### config.mk
export PLATFORM = sky130hd
export DESIGN_NAME = mcuic_top
export DESIGN_NICKNAME = d
export VERILOG_FILES = /design/src/logic/mcuic_edge.v /design/src/logic/mcuic_top.v
export VERILOG_INCLUDE_DIRS = /design/src /design/src/logic
export SDC_FILE = /design/constraint.sdc
export NUM_CORES = 1
export LEC_CHECK = 0
export ABC_CLOCK_PERIOD_IN_PS = 5000
export BUFFER_PORTS_ARGS = -buffer_cell sky130_fd_sc_hd__buf_2
export CAP_MARGIN = 20
export CORE_ASPECT_RATIO = 2
export CORE_MARGIN = 5
export CORE_UTILIZATION = 52
export DETAILED_ROUTE_END_ITERATION = 8
export PLACE_DENSITY = 0.85
export REMOVE_ABC_BUFFERS = 1
export SETUP_SLACK_MARGIN = 0.5
export SLEW_MARGIN = 30
export SYNTH_ARGS = -nofsm -noshare
export SYNTH_HDL_FRONTEND = slang
export SYNTH_SLANG_ARGS = --single-unit
### constraint.sdc
create_clock -name clk_i -period 5 [get_ports clk_i]
set_clock_uncertainty 0.2 [all_clocks]
set_input_delay 0.5 -clock clk_i [delete_from_list [all_inputs] [get_ports clk_i]]
set_output_delay 0.5 -clock clk_i [all_outputs]
set_load 0.02 [all_outputs]
### src/logic/mcuic_defines.vh
`ifndef MCUIC_DEFINES_VH
`define MCUIC_DEFINES_VH

// Register indices; the byte address is four times the index.
`define MCUIC_IDX_PRIORITY   14'h0fb2
`define MCUIC_IDX_EXT0_MODE  14'h0fb4
`define MCUIC_IDX_EXT1_MODE  14'h0fb5
`define MCUIC_IDX_KEY_MODE   14'h0fb6
`define MCUIC_IDX_BASIC      14'h0fb8
`define MCUIC_IDX_WATCH      14'h0fba
`define MCUIC_IDX_TIMER0     14'h0fbc
`define MCUIC_IDX_SERIAL     14'h0fbd
`define MCUIC_IDX_EXT        14'h0fbe
`define MCUIC_IDX_KEY        14'h0fbf
`define MCUIC_IDX_EVT_STATUS 14'h0f00
`define MCUIC_IDX_EVT_MASK   14'h0f01

// Source numbering used by every 7-bit source vector in the block.
`define MCUIC_SRC_BASIC  0
`define MCUIC_SRC_EXT0   1
`define MCUIC_SRC_EXT1   2
`define MCUIC_SRC_SERIAL 3
`define MCUIC_SRC_TIMER0 4
`define MCUIC_SRC_WATCH  5
`define MCUIC_SRC_KEY    6
`define MCUIC_NSRC       7

// Sources whose flag hardware clears on service; the rest are quasi.
`define MCUIC_AUTO_CLEAR 7'h1f

// Field positions.
`define MCUIC_MASTER_EN_BIT 3
`define MCUIC_EXT0_SCLK     3
`define MCUIC_FLAG_BIT      0
`define MCUIC_EN_BIT        1
`define MCUIC_EXT1_FLAG     2
`define MCUIC_EXT1_EN       3

// Edge mode codes for external pin 0.
`define MCUIC_EDGE_RISE 2'h0
`define MCUIC_EDGE_FALL 2'h1
`define MCUIC_EDGE_BOTH 2'h2
`define MCUIC_EDGE_NONE 2'h3

// Reset values.
`define MCUIC_RST_MODE 4'h0
`define MCUIC_RST_VEC  7'h00

// Slow sampling divider for external pin 0.
`define MCUIC_SLOW_DIV     64
`define MCUIC_SLOW_DIV_MAX 6'h3f

`endif

### src/logic/mcuic_edge.v
`timescale 1ns/1ps
module mcuic_edge
(
  input  wire clk_i,
  input  wire rst_i,
  input  wire sample_i,
  input  wire pin_i,
  output reg  rise_o,
  output reg  fall_o
);

  reg level;
  reg primed;

  // The first sample only primes the detector, so a pin that is already
  // high when reset releases does not report a false edge.
  always @(posedge clk_i)
  begin
    if (rst_i)
    begin
      level  <= 1'b0;
      primed <= 1'b0;
      rise_o <= 1'b0;
      fall_o <= 1'b0;
    end
    else
    begin
      rise_o <= sample_i & primed & pin_i & ~level;
      fall_o <= sample_i & primed & ~pin_i & level;
      if (sample_i)
      begin
        level  <= pin_i;
        primed <= 1'b1;
      end
    end
  end

endmodule

### src/logic/mcuic_top.v
// Function
// - Timer0 match request reaches the CPU only while its enable is set.
// - Timer0 match flag sets on count equal reference; service clears it.
// - Watch request reaches the CPU only while its enable is set.
// - Watch flag sets each time the watch timer reaches its interval.
// - Watch flag is never cleared by hardware, only by software.
// - Pin 0 mode bit 3 picks CPU clock or system clock over 64 sampling.
// - Pin 0 mode bits 1..0: rise, fall, both, or never set the flag.
// - Pin 1 mode bit 0 picks rising or falling edge detection.
// - Key mode bits 2..0 enable falling-edge detection per key input.
// - Master enable low inhibits irq_req_o and irq_high_o, not irq_o; high lets them through.
// - Priority bits 2..0 select one prioritised source or none.
// - Pin flags set on the selected edge and clear on service.
// - Key flag sets on an enabled falling edge; only software clears it.
// - Serial flag sets on transfer done and clears on service.
// - Basic timer flag sets on its interval signal, clears on service.
//
// Chosen here: the Wishbone slave port.
`timescale 1ns/1ps
`include "mcuic_defines.vh"
module mcuic_top
(
  input  wire        clk_i,
  input  wire        rst_i,
  input  wire        wb_cyc_i,
  input  wire        wb_stb_i,
  input  wire        wb_we_i,
  input  wire [15:0] wb_adr_i,
  input  wire [3:0]  wb_sel_i,
  input  wire [31:0] wb_dat_i,
  output reg  [31:0] wb_dat_o,
  output reg         wb_ack_o,
  input  wire [7:0]  timer0_count_i,
  input  wire [7:0]  timer0_reference_i,
  input  wire        watch_interval_i,
  input  wire        basic_timer_interval_i,
  input  wire        serial_done_i,
  input  wire        ext_pin0_i,
  input  wire        ext_pin1_i,
  input  wire        key_input_a_i,
  input  wire        key_input_b_i,
  input  wire        key_input_c_i,
  input  wire        cpu_cpu_clk_tick_i,
  input  wire [6:0]  cpu_service_i,
  output wire [6:0]  irq_req_o,
  output wire [6:0]  irq_high_o,
  output wire        irq_o
);

  reg  [3:0]  priority_reg;
  reg  [3:0]  ext0_mode_reg;
  reg  [3:0]  ext1_mode_reg;
  reg  [3:0]  key_mode_reg;
  reg  [6:0]  flag;
  reg  [6:0]  enable;
  reg  [6:0]  evt_status;
  reg  [6:0]  evt_mask;
  reg  [5:0]  slow_cnt;
  reg         match_d;
  reg  [31:0] next_rdata;

  wire [13:0] idx = wb_adr_i[15:2];
  wire        req = wb_cyc_i & wb_stb_i;
  wire        wr_stb = req & wb_we_i & wb_ack_o & wb_sel_i[0];
  wire [3:0]  wd = wb_dat_i[3:0];

  function hit;
    input [13:0] a;
    input [13:0] r;
    begin
      hit = (a == r);
    end
  endfunction

  // Sample enables: the CPU clock tick or a divide-by-64 strobe.
  wire slow_tick = (slow_cnt == `MCUIC_SLOW_DIV_MAX);

  always @(posedge clk_i)
  begin
    if (rst_i)
      slow_cnt <= 6'h00;
    else
      slow_cnt <= slow_cnt + 6'h01;
  end

  wire ext0_sample = ext0_mode_reg[`MCUIC_EXT0_SCLK] ? slow_tick
                                                     : cpu_cpu_clk_tick_i;

  wire [4:0] pins = {key_input_c_i, key_input_b_i, key_input_a_i,
                     ext_pin1_i, ext_pin0_i};
  wire [4:0] smp  = {{4{cpu_cpu_clk_tick_i}}, ext0_sample};
  wire [4:0] rise;
  wire [4:0] fall;

  genvar g;
  generate
    for (g = 0; g < 5; g = g + 1)
    begin : edges
      mcuic_edge u_edge
      (
        .clk_i    (clk_i),
        .rst_i    (rst_i),
        .sample_i (smp[g]),
        .pin_i    (pins[g]),
        .rise_o   (rise[g]),
        .fall_o   (fall[g])
      );
    end
  endgenerate

  reg ext0_set;

  always @*
  begin
    case (ext0_mode_reg[1:0])
      `MCUIC_EDGE_RISE: ext0_set = rise[0];
      `MCUIC_EDGE_FALL: ext0_set = fall[0];
      `MCUIC_EDGE_BOTH: ext0_set = rise[0] | fall[0];
      default:          ext0_set = 1'b0;
    endcase
  end

  wire ext1_set = ext1_mode_reg[0] ? fall[1] : rise[1];
  wire key_set  = |(fall[4:2] & key_mode_reg[2:0]);

  // Only the first cycle of a match sets the flag, so a serviced flag does
  // not come straight back while the counter rests on the reference.
  wire match = (timer0_count_i == timer0_reference_i);

  always @(posedge clk_i)
  begin
    if (rst_i)
      match_d <= 1'b0;
    else
      match_d <= match;
  end

  wire [6:0] set_evt;
  assign set_evt[`MCUIC_SRC_BASIC]  = basic_timer_interval_i;
  assign set_evt[`MCUIC_SRC_EXT0]   = ext0_set;
  assign set_evt[`MCUIC_SRC_EXT1]   = ext1_set;
  assign set_evt[`MCUIC_SRC_SERIAL] = serial_done_i;
  assign set_evt[`MCUIC_SRC_TIMER0] = match & ~match_d;
  assign set_evt[`MCUIC_SRC_WATCH]  = watch_interval_i;
  assign set_evt[`MCUIC_SRC_KEY]    = key_set;

  // Per-source register write strobes and the data bits they carry.
  wire [6:0] wr_src;
  wire [6:0] wflag;
  wire [6:0] wen;
  wire       ext_hit = hit(idx, `MCUIC_IDX_EXT);

  assign wr_src = {hit(idx, `MCUIC_IDX_KEY), hit(idx, `MCUIC_IDX_WATCH),
                   hit(idx, `MCUIC_IDX_TIMER0), hit(idx, `MCUIC_IDX_SERIAL),
                   ext_hit, ext_hit, hit(idx, `MCUIC_IDX_BASIC)}
                  & {7{wr_stb}};
  assign wflag  = {wd[`MCUIC_FLAG_BIT], wd[`MCUIC_FLAG_BIT],
                   wd[`MCUIC_FLAG_BIT], wd[`MCUIC_FLAG_BIT],
                   wd[`MCUIC_EXT1_FLAG], wd[`MCUIC_FLAG_BIT],
                   wd[`MCUIC_FLAG_BIT]};
  assign wen    = {wd[`MCUIC_EN_BIT], wd[`MCUIC_EN_BIT], wd[`MCUIC_EN_BIT],
                   wd[`MCUIC_EN_BIT], wd[`MCUIC_EXT1_EN], wd[`MCUIC_EN_BIT],
                   wd[`MCUIC_EN_BIT]};

  wire [6:0] auto_clr = cpu_service_i & `MCUIC_AUTO_CLEAR;

  // A hardware set in the same cycle as any clear always wins.
  generate
    for (g = 0; g < `MCUIC_NSRC; g = g + 1)
    begin : flags
      always @(posedge clk_i)
      begin
        if (rst_i)
        begin
          flag[g]   <= 1'b0;
          enable[g] <= 1'b0;
        end
        else
        begin
          if (set_evt[g])
            flag[g] <= 1'b1;
          else if (wr_src[g])
            flag[g] <= wflag[g];
          else if (auto_clr[g])
            flag[g] <= 1'b0;
          if (wr_src[g])
            enable[g] <= wen[g];
        end
      end
    end
  endgenerate

  wire master_irq_enable = priority_reg[`MCUIC_MASTER_EN_BIT];

  assign irq_req_o = flag & enable
                     & {7{master_irq_enable}};

  reg [6:0] prio_sel;

  always @*
  begin
    case (priority_reg[2:0])
      3'h1:    prio_sel = 7'h01 << `MCUIC_SRC_BASIC;
      3'h2:    prio_sel = 7'h01 << `MCUIC_SRC_EXT0;
      3'h3:    prio_sel = 7'h01 << `MCUIC_SRC_EXT1;
      3'h4:    prio_sel = 7'h01 << `MCUIC_SRC_SERIAL;
      3'h5:    prio_sel = 7'h01 << `MCUIC_SRC_TIMER0;
      default: prio_sel = 7'h00;
    endcase
  end

  assign irq_high_o = irq_req_o & prio_sel;

  // Mode and control registers, cleared at reset.
  always @(posedge clk_i)
  begin
    if (rst_i)
    begin
      priority_reg  <= `MCUIC_RST_MODE;
      ext0_mode_reg <= `MCUIC_RST_MODE;
      ext1_mode_reg <= `MCUIC_RST_MODE;
      key_mode_reg  <= `MCUIC_RST_MODE;
      evt_mask      <= `MCUIC_RST_VEC;
    end
    else if (wr_stb)
    begin
      if (hit(idx, `MCUIC_IDX_PRIORITY))
        priority_reg <= wd;
      if (hit(idx, `MCUIC_IDX_EXT0_MODE))
        ext0_mode_reg <= {wd[3], 1'b0, wd[1:0]};
      if (hit(idx, `MCUIC_IDX_EXT1_MODE))
        ext1_mode_reg <= {3'h0, wd[0]};
      if (hit(idx, `MCUIC_IDX_KEY_MODE))
        key_mode_reg <= {1'b0, wd[2:0]};
      if (hit(idx, `MCUIC_IDX_EVT_MASK))
        evt_mask <= wb_dat_i[6:0];
    end
  end

  // Event status: set wins over a write-one clear in the same cycle.
  wire [6:0] st_clr = hit(idx, `MCUIC_IDX_EVT_STATUS) & wr_stb
                      ? wb_dat_i[6:0] : 7'h00;

  always @(posedge clk_i)
  begin
    if (rst_i)
      evt_status <= `MCUIC_RST_VEC;
    else
      evt_status <= set_evt | (evt_status & ~st_clr);
  end

  assign irq_o = |(evt_status & evt_mask);

  // Write-only registers read back as zero.
  always @*
  begin
    next_rdata = 32'h0000_0000;
    case (idx)
      `MCUIC_IDX_BASIC:      next_rdata[1:0] = {enable[0], flag[0]};
      `MCUIC_IDX_WATCH:      next_rdata[1:0] = {enable[5], flag[5]};
      `MCUIC_IDX_TIMER0:     next_rdata[1:0] = {enable[4], flag[4]};
      `MCUIC_IDX_SERIAL:     next_rdata[1:0] = {enable[3], flag[3]};
      `MCUIC_IDX_EXT:        next_rdata[3:0] = {enable[2], flag[2],
                                                enable[1], flag[1]};
      `MCUIC_IDX_KEY:        next_rdata[1:0] = {enable[6], flag[6]};
      `MCUIC_IDX_EVT_STATUS: next_rdata[6:0] = evt_status;
      `MCUIC_IDX_EVT_MASK:   next_rdata[6:0] = evt_mask;
      default:               next_rdata = 32'h0000_0000;
    endcase
  end

  // One wait state: ack comes one cycle after the request, for any address.
  always @(posedge clk_i)
  begin
    if (rst_i)
    begin
      wb_ack_o <= 1'b0;
      wb_dat_o <= 32'h0000_0000;
    end
    else
    begin
      wb_ack_o <= req & ~wb_ack_o;
      if (req & ~wb_ack_o)
        wb_dat_o <= next_rdata;
    end
  end

endmodule
==> results.md, run 1 <==
Run status:
- The flow ran to the end, and the final reports show no timing, DRC or antenna violations.

Setup path:
- The launch point of the worst path is wb_adr_i[15].
- The signal on the critical path passes through buf_2 > or2_1 > nor4_4 > and4_1 > mux2i_1 > nor2_1.
- Data arrives at the worst endpoint at 2.41 ns.
- The biggest fanout along the worst timing path is 13.
- The worst setup path is of the input pin to register kind.
- The slowest stage of the critical path is the nor4_4 cell.
- The launch instance of the worst register-to-register path is wb_ack_o.
- For this run, the slowest stage of the critical path takes 0.69 ns.
- The data required time at the worst endpoint is 4.99 ns.
- The sort of element at the start of the critical path is an input pin.
- The worst setup path is captured at a register.

Clock network:
- Counting the buffers created by CTS gives 9.
- After clock tree synthesis, the repair step resized 0 gates.
- Buffers inserted to repair hold after CTS numbered 0.
- The buffer levels on the longest clock path is 2.
- In this run the clock root is driven by a clkbuf_16.
- The source-to-sink clock delay at the later pin of the worst-skew pair is 0.34 ns.
- CTS built an H-tree with a depth of 3.
- Clock tree synthesis found a total of 68 sinks.
- The post-CTS setup repair buffer count is 0.
- TritonCTS built the clock tree.
- Clock-pin slew was measured on the worst setup and hold paths at 0.05 ns.

Synthesis:
- The post-synthesis compound-gate area fraction is 0.0804.
- The share of synthesized area in the top cell type comes to 0.409.
- The largest family of logic cells by synthesized area is simple AND/OR/NAND/NOR gates.
- The async set or reset register ratio after synthesis is 0.
- A synthesized cell averages 8.86 um2.
- The cell area after synthesis is 3330 um2.
- Of all cell types, the one taking the most synthesized area is dfxtp_1.
- The most used flip-flop cell after synthesis is dfxtp_1.
- Of the total synthesized cell area, the portion taken by XOR and XNOR cells is 0.0315.
- The portion of synthesized area spent on multiplexers is 0.127.
- The share of synthesized cell area in and, or, nand and nor gates is 0.255.
- The count of mapped cells out of synthesis is 376.
- Yosys printed 0 warnings.
- The number of enable-type register cells in the synthesized netlist is 0.
- Ranked by total cell area, the synthesized netlist is headed by dfxtp_1, mux2i_1, nor2_1.
- The synthesized netlist contains 45 unique library cells.
- The adder-cell area share of the yosys netlist is 0.00376.
- The number of synthesized register bits is 68.
- The sequential cell area fraction in the yosys report is 0.409.

Place:
- Summing all placed instances gives a cell area of 3650 um2.
- The worst-case setup slack after placement is 2.30 ns.
- The detailed placement HPWL is 6470 um.
- The weighted congestion reported at the end of routability-driven placement is 0.908.
- The port buffer count is 77.

STA:
- Derived from the worst setup path, the maximum achievable clock frequency is 413 MHz.
- The final critical-path required period is 2.42 ns.
- At the pin with the least slew margin, the transition time is 0.718 ns.
- Setup violations remaining at the end of the flow were counted as 0.
- The share of the cycle needed by the critical path after routing is 0.484.
- The count of final max-slew check failures is 0.
- Setup repair after global routing left no endpoint under its margin.
- The relative slew slack is 0.518.
- The summed negative setup slack over all endpoints is 0 ns.
- The total count of hold-check failures in the final report was 0.
- The minimum setup slack in the final design is 2.58 ns.

Layout:
- The filler cells instantiated in the layout total 558.
- From synthesis to final layout, the design area changed by 18.3%.
- The fraction of the core area covered by cells at the end of the flow is 0.630.
- The number of nets at the end of the flow is 535.
- In the final layout, the multi-input gates occupy 1770 um2.
- The area of all placed cells without fillers is 3940 um2.
- The number of diodes added for antenna fixing is 0.
- In the layout the commonest cells are buf_2, dfxtp_1, nor2_1.
- In the final layout, the share of cells above drive strength 1 is 0.216.
- Leaving out fill and tap cells, the most frequent cell in the layout is buf_2.
- The sequential cell area is 1360 um2.

Drt:
- The post-detailed-route wirelength per cell is 16.0 um.
- The first-iteration detailed-routing DRC count is 161.
- After detailed routing, the number of remaining DRC violations is 0.
- The final wirelength is 8590 um.
- Dividing the detail-routed via count by the number of cells gives 5.56.
- The remaining antenna violation count after routing is 0.
- For this run, the detailed router's first-pass iteration total came to 4.
- The total number of vias is 2981.

Global routing:
- The total track usage is 0.222.
- The first global-routing pass estimated 13500 um of wire.
- Entering global routing, the biggest net connects 64 pins.
- The number of global-route vias before repair came to 2932.
- The number of antenna violations at the first check in global routing is 0.
- After global routing the overflow that remains totals 0.

Pwr:
- Power spread over the standard cell area amounts to 322 nW/um2.
- For this design the static power due to leakage is 1.87 nW.
- The maximum VDD drop is 0.192 mV.

Die:
- The site row count is 41.
- For this configuration, the core starts out at a cell density of 0.532.
- The region available for standard cell placement spans 6260 um2.
- The die extent in y is 123 um.
- The I/O pin total is 137.
- From left edge to right edge, the die measures 66.6 um.
- The area of the die is 8210 um2.

Worst hold path:
- The tightest min-delay check is of the input pin to register type.
- In this run the most critical hold path is launched from key_input_b_i.

Flow run:
- Max-cap violations in this run came to 0.
-- path summary, 6_finish.rpt --
path / cells after the start / endpoint / slack, ns
worst max-delay path: 6 / enable[1] / 2.58
worst max register to register: 5 / enable[1] / 2.74
worst min-delay path: 2 / edges[3].u_edge.fall_o / 0.14
worst min register to register: 1 / edges[1].u_edge.rise_o / 0.25
-- cell usage after synthesis (all sizes together), types with 7 or more instances --
cell / count
clkbuf: 10
inv: 7
dfxtp: 68
a21oi: 12
nor2: 62
buf: 36
o21ai: 7
nor2b: 7
nand3: 12
xnor2: 9
nand4: 12
mux2i: 41
nor3b: 8
and3: 9
nand2: 15
-- metal layers --
metal	part of all wire	global-route usage	up-vias
met5	0	0	-
met4	0.059	0.164	0
met3	0.072	0.0482	32
met2	0.53	0.400	133
met1	0.33	0.210	1400
li1	-	-	1416
-- cells by family after synthesis --
logic type / count (synthesis)
adders and majority gates: 1
muxes: 42
buffers and inverters: 53
xor gates and xnor gates: 12
AOI/OAI and AO/OA: 42
other: 1
and+or+nand+nor: 157
DFF: 68
-- stage by stage --
stage	cells	power, mW	hold WS [ns]
6_report	536	1.27	0.145
5_1_grt	536	1.31	0.140
4_1_cts	536	1.27	0.135
3_5_place_dp	520	0.682	0.229
3_3_place_gp	520	0.677	0.219
2_1_floorplan	356	0.627	0.210
-- worst max-delay path, delay by kind of cell --
family | cells | cell delay [ns]
and+or+nand+nor | 4 | 1.57
muxes | 1 | 0.25
buffers and inverters | 1 | 0.10
-- where the power goes --
part | leakage (nW) | internal [mW] | total (mW) | switching, mW
clock network | 0.144 | 0.373 | 0.597 | 0.224
logic | 1.17 | 0.0386 | 0.110 | 0.0715
registers | 0.553 | 0.554 | 0.562 | 0.00770
total | 1.87 | 0.966 | 1.27 | 0.303
-- area by class of cell --
| class | count | share of cell area |
|---|---|---|
| Tap cell | 86 | 0.0273 |
| Clock buffer | 12 | 0.0676 |
| Multi-Input combinational cell | 281 | 0.448 |
| Timing Repair Buffer | 78 | 0.0997 |
| Inverter | 7 | 0.00666 |
| Clock inverter | 4 | 0.00571 |
| Sequential cell | 68 | 0.345 |
Power figures use the tool's default switching activity.
==> run 2: changes to the inputs <==
Settings changed: ABC_CLOCK_PERIOD_IN_PS 5000 to 2100, CORE_UTILIZATION 52 to 44, PLACE_DENSITY 0.85 to 0.77.
Clock period 5 ns to 2.1 ns, I/O delays scaled along.
==> results.md, run 2 (synthesis results as in run 1) <==
Clock network:
- The number of levels the H-tree was split into came to 3 (unchanged).
- The CTS clock-pin slew for the worst setup and hold paths was 0.06 ns (was 0.05 ns).
- The total number of clock tree sinks is 68 (unchanged).
- The buffer levels on the longest clock path is 2 (unchanged).
- The root buffer selected by CTS is clkbuf_16 (unchanged).
- The TritonCTS buffer count is 9 (unchanged).
- The clock tree from TritonCTS is built (unchanged).
- The source-to-sink clock delay at the later pin of the worst-skew pair came to 0.33 ns (was 0.34 ns).

Drt:
- The total number of vias was 3031 (was 2981).
- The DRC violations left is 0 (unchanged).
- The remaining antenna violation count after routing is 0 (unchanged).
- The first-iteration detailed-routing DRC count is 216 (was 161).
- The number of detailed-routing iterations run before antenna repair is 4 (unchanged).
- The final wirelength came to 8610 um (was 8590 um).
- The post-detailed-route wirelength per cell is 14.9 um (was 16.0 um).
- The per-cell via count in the routed design is 5.25 (was 5.56).

Setup path:
- The class of the most critical setup path is register to output port (was input pin to register).
- The endpoint kind of the worst setup timing path is an output port (was register).
- The launch point of the worst path was priority_reg[3] (was wb_adr_i[15]).
- The reg-to-reg endpoint is flag[0] (was enable[1]).
- The slowest cell on the critical path is dfxtp_4 (was nor4_4).
- The biggest cell delay along the critical path was 0.41 ns (was 0.69 ns).
- The sort of element at the start of the critical path is a register (was input pin).
- Chain of cells forming the critical path: and3_4 > nor4bb_1 > buf_2 (was buf_2 > or2_1 > nor4_4 > and4_1 > mux2i_1 > nor2_1).
- The number of buffer and inverter instances along the worst setup path came to 1 (unchanged).
- The largest delay contributor family on the critical path is flip-flops (was simple AND/OR/NAND/NOR gates).
- The launch instance of the worst register-to-register path is wb_ack_o (unchanged).
- The number of stages on the worst setup path is 3 (was 6).
- The biggest fanout along the worst timing path was 8 (was 13).
- The data required time at the worst endpoint is 1.69 ns (was 4.99 ns).
- The arrival time of data at the critical path endpoint is 1.33 ns (was 2.41 ns).
- The worst-case reg-to-reg path depth came to 7 (was 5).
- The slack of the worst reg-to-reg path is 0.42 ns (was 2.74 ns).
- The worst setup path endpoint is irq_high_o[1] (was enable[1]).

Layout:
- The area added between synthesis and finish is 33.1% (was 18.3%).
- The area of all placed cells without fillers is 4430 um2 (was 3940 um2).
- The layout cell share with drive strength beyond 1 is 0.290 (was 0.216).
- The sequential cell area is 1370 um2 (was 1360 um2).
- The number of diodes added for antenna fixing is 0 (unchanged).
- The number of standard cells in the layout, taps in and fillers out is 577 (was 536).
- The filler cell count was 655 (was 558).
- The number of nets at the end of the flow came to 568 (was 535).
- Most frequent cells in the layout: buf_2, nor2_1, dfxtp_1 (was buf_2, dfxtp_1, nor2_1).
- The area used by multi-input combinational logic is 1890 um2 (was 1770 um2).
- The fraction of the core area covered by cells at the end of the flow was 0.592 (was 0.630).
- The commonest non-fill, non-tap cell in the layout is buf_2 (unchanged).

STA:
- The minimum setup slack in the final design is 0.365 ns (was 2.58 ns).
- The final setup violation count is 0 (unchanged).
- The minimum hold slack is 0.0189 ns (was 0.145 ns).
- Unrepaired setup endpoints after global routing: yes (was no).
- The relative slew slack came to 0.595 (was 0.518).
- The total count of hold-check failures in the final report came to 0 (unchanged).
- The share of the cycle needed by the critical path after routing is 0.826.
- The transition time of the tightest slew-check pin is 0.606 ns (was 0.718 ns).
- The summed negative setup slack over all endpoints is 0 ns (unchanged).
- The count of final max-slew check failures is 0 (unchanged).
- For this run, the top clock speed supported by timing is 576 MHz.
- The final critical-path required period is 1.74 ns.

Worst hold path:
- The path category of the worst min-delay check is input pin to register (unchanged).

Die:
- The die outline width is 71.5 um (was 66.6 um).
- The die extent in y was 133 um (was 123 um).
- The I/O pin total was 137 (unchanged).
- The area of the die was 9520 um2 (was 8210 um2).
- The placeable core region is 7490 um2 (was 6260 um2).
- The site row count is 45 (was 41).
- The starting utilization of the core area was 0.445 (was 0.532).

Place:
- The detailed placement HPWL is 6100 um (was 6470 um).
- The worst-case setup slack after placement is 0.0856 ns (was 2.30 ns).
- The total placed instance area is 3720 um2 (was 3650 um2).
- The weighted congestion reported at the end of routability-driven placement is 0.944 (was 0.908).
- The port buffer count is 77 (unchanged).
- The number of placed cells counting well taps is 537 (was 520).

Pwr:
- The fraction of power consumed by the clock network came to 0.486 (was 0.470).
- The share of total power in combinational logic was 0.093 (was 0.087).
- The power consumption is 3.17 mW (was 1.27 mW).
- The switching power of the nets is 754 uW (was 303 uW).
- The leakage power total was 2.03 nW (was 1.87 nW).
- The sequential cell fraction of total power is 0.421 (was 0.443).
- The maximum VDD drop is 0.701 mV (was 0.192 mV).
- The total power per unit cell area is 716 nW/um2 (was 322 nW/um2).
- The internal power is 2.42 mW (was 966 uW).
- The switching part of the total is 0.238 (was 0.239).

Global routing:
- The total track usage is 0.181 (was 0.222).
- The remaining global-route overflow is 0 (unchanged).
- The number of antenna violations at the first check in global routing is 0 (unchanged).
- The pin count of the biggest net entering global routing is 31 (was 64).
- The number of global-route vias before repair came to 2888 (was 2932).
- The global-route wire length before repair is 13700 um (was 13500 um).

Run status:
- Run status: finished, final reports clean (unchanged).

Flow run:
- The max capacitance violation total is 0 (unchanged).
==> run 2: changes by cell type in the layout (fill, tap and decap cells not counted), sizes merged <==
cell,delta
inv,+1
clkinv,-2
bufinv,+1
buf,+18
dlygate4sd3,+15
clkbuf,-1
clkinvlp,+1
==> run 2: final cells by class <==
class,count,share of cell area
Multi-Input combinational cell,281,0.425
Clock buffer,11,0.0570
Clock inverter,5,0.0133
Tap cell,94,0.0265
Timing Repair Buffer,111,0.162
Sequential cell,68,0.310
Inverter,7,0.00593
==> run 2: power groups by stage <==
| stage | Sequential (mW) | Clock, mW | Combinational, mW |
|---|---|---|---|
| floorplan | 1.36 | 0 | 0.129 |
| global placement | 1.36 | 0 | 0.260 |
| detailed placement | 1.36 | 0 | 0.263 |
| CTS | 1.34 | 1.57 | 0.288 |
| global route | 1.34 | 1.63 | 0.326 |
| finish | 1.34 | 1.54 | 0.297 |
==> run 2: worst min-delay path by stage <==
stage	start	endpoint	slack [ns]	cells past startpoint
2_1_floorplan	rst_i	slow_cnt[0]	0.08	1
3_3_place_gp	key_input_b_i	edges[3].u_edge.fall_o	0.19	2
3_5_place_dp	key_input_c_i	edges[4].u_edge.fall_o	0.20	2
4_1_cts	wb_dat_i[2]	flag[2]	0.006	3
5_1_grt	wb_dat_i[2]	flag[2]	0.03	3
6_report	wb_dat_i[2]	flag[2]	0.02	3
==> run 2: worst min-delay path, stage by stage <==
cell     delay (ns)
buf_2          0.15
nand2_1        0.07
a31oi_1        0.07
==> run 2: timing repair <==
item,CTS,global route
setup endpoints to repair,45,49
hold buffers,15,0
pin swaps,7,13
resized for setup,24,22
buffers inserted,6,3
endpoints found under the hold margin,23,0
==> run 2: layer usage <==
layer,vias up,GRT usage,routed length (um)
met1,1392,0.216,3400
met5,-,0,0
met3,24,0.0433,706
li1,1477,-,-
met4,0,0.0910,284
met2,138,0.295,4210
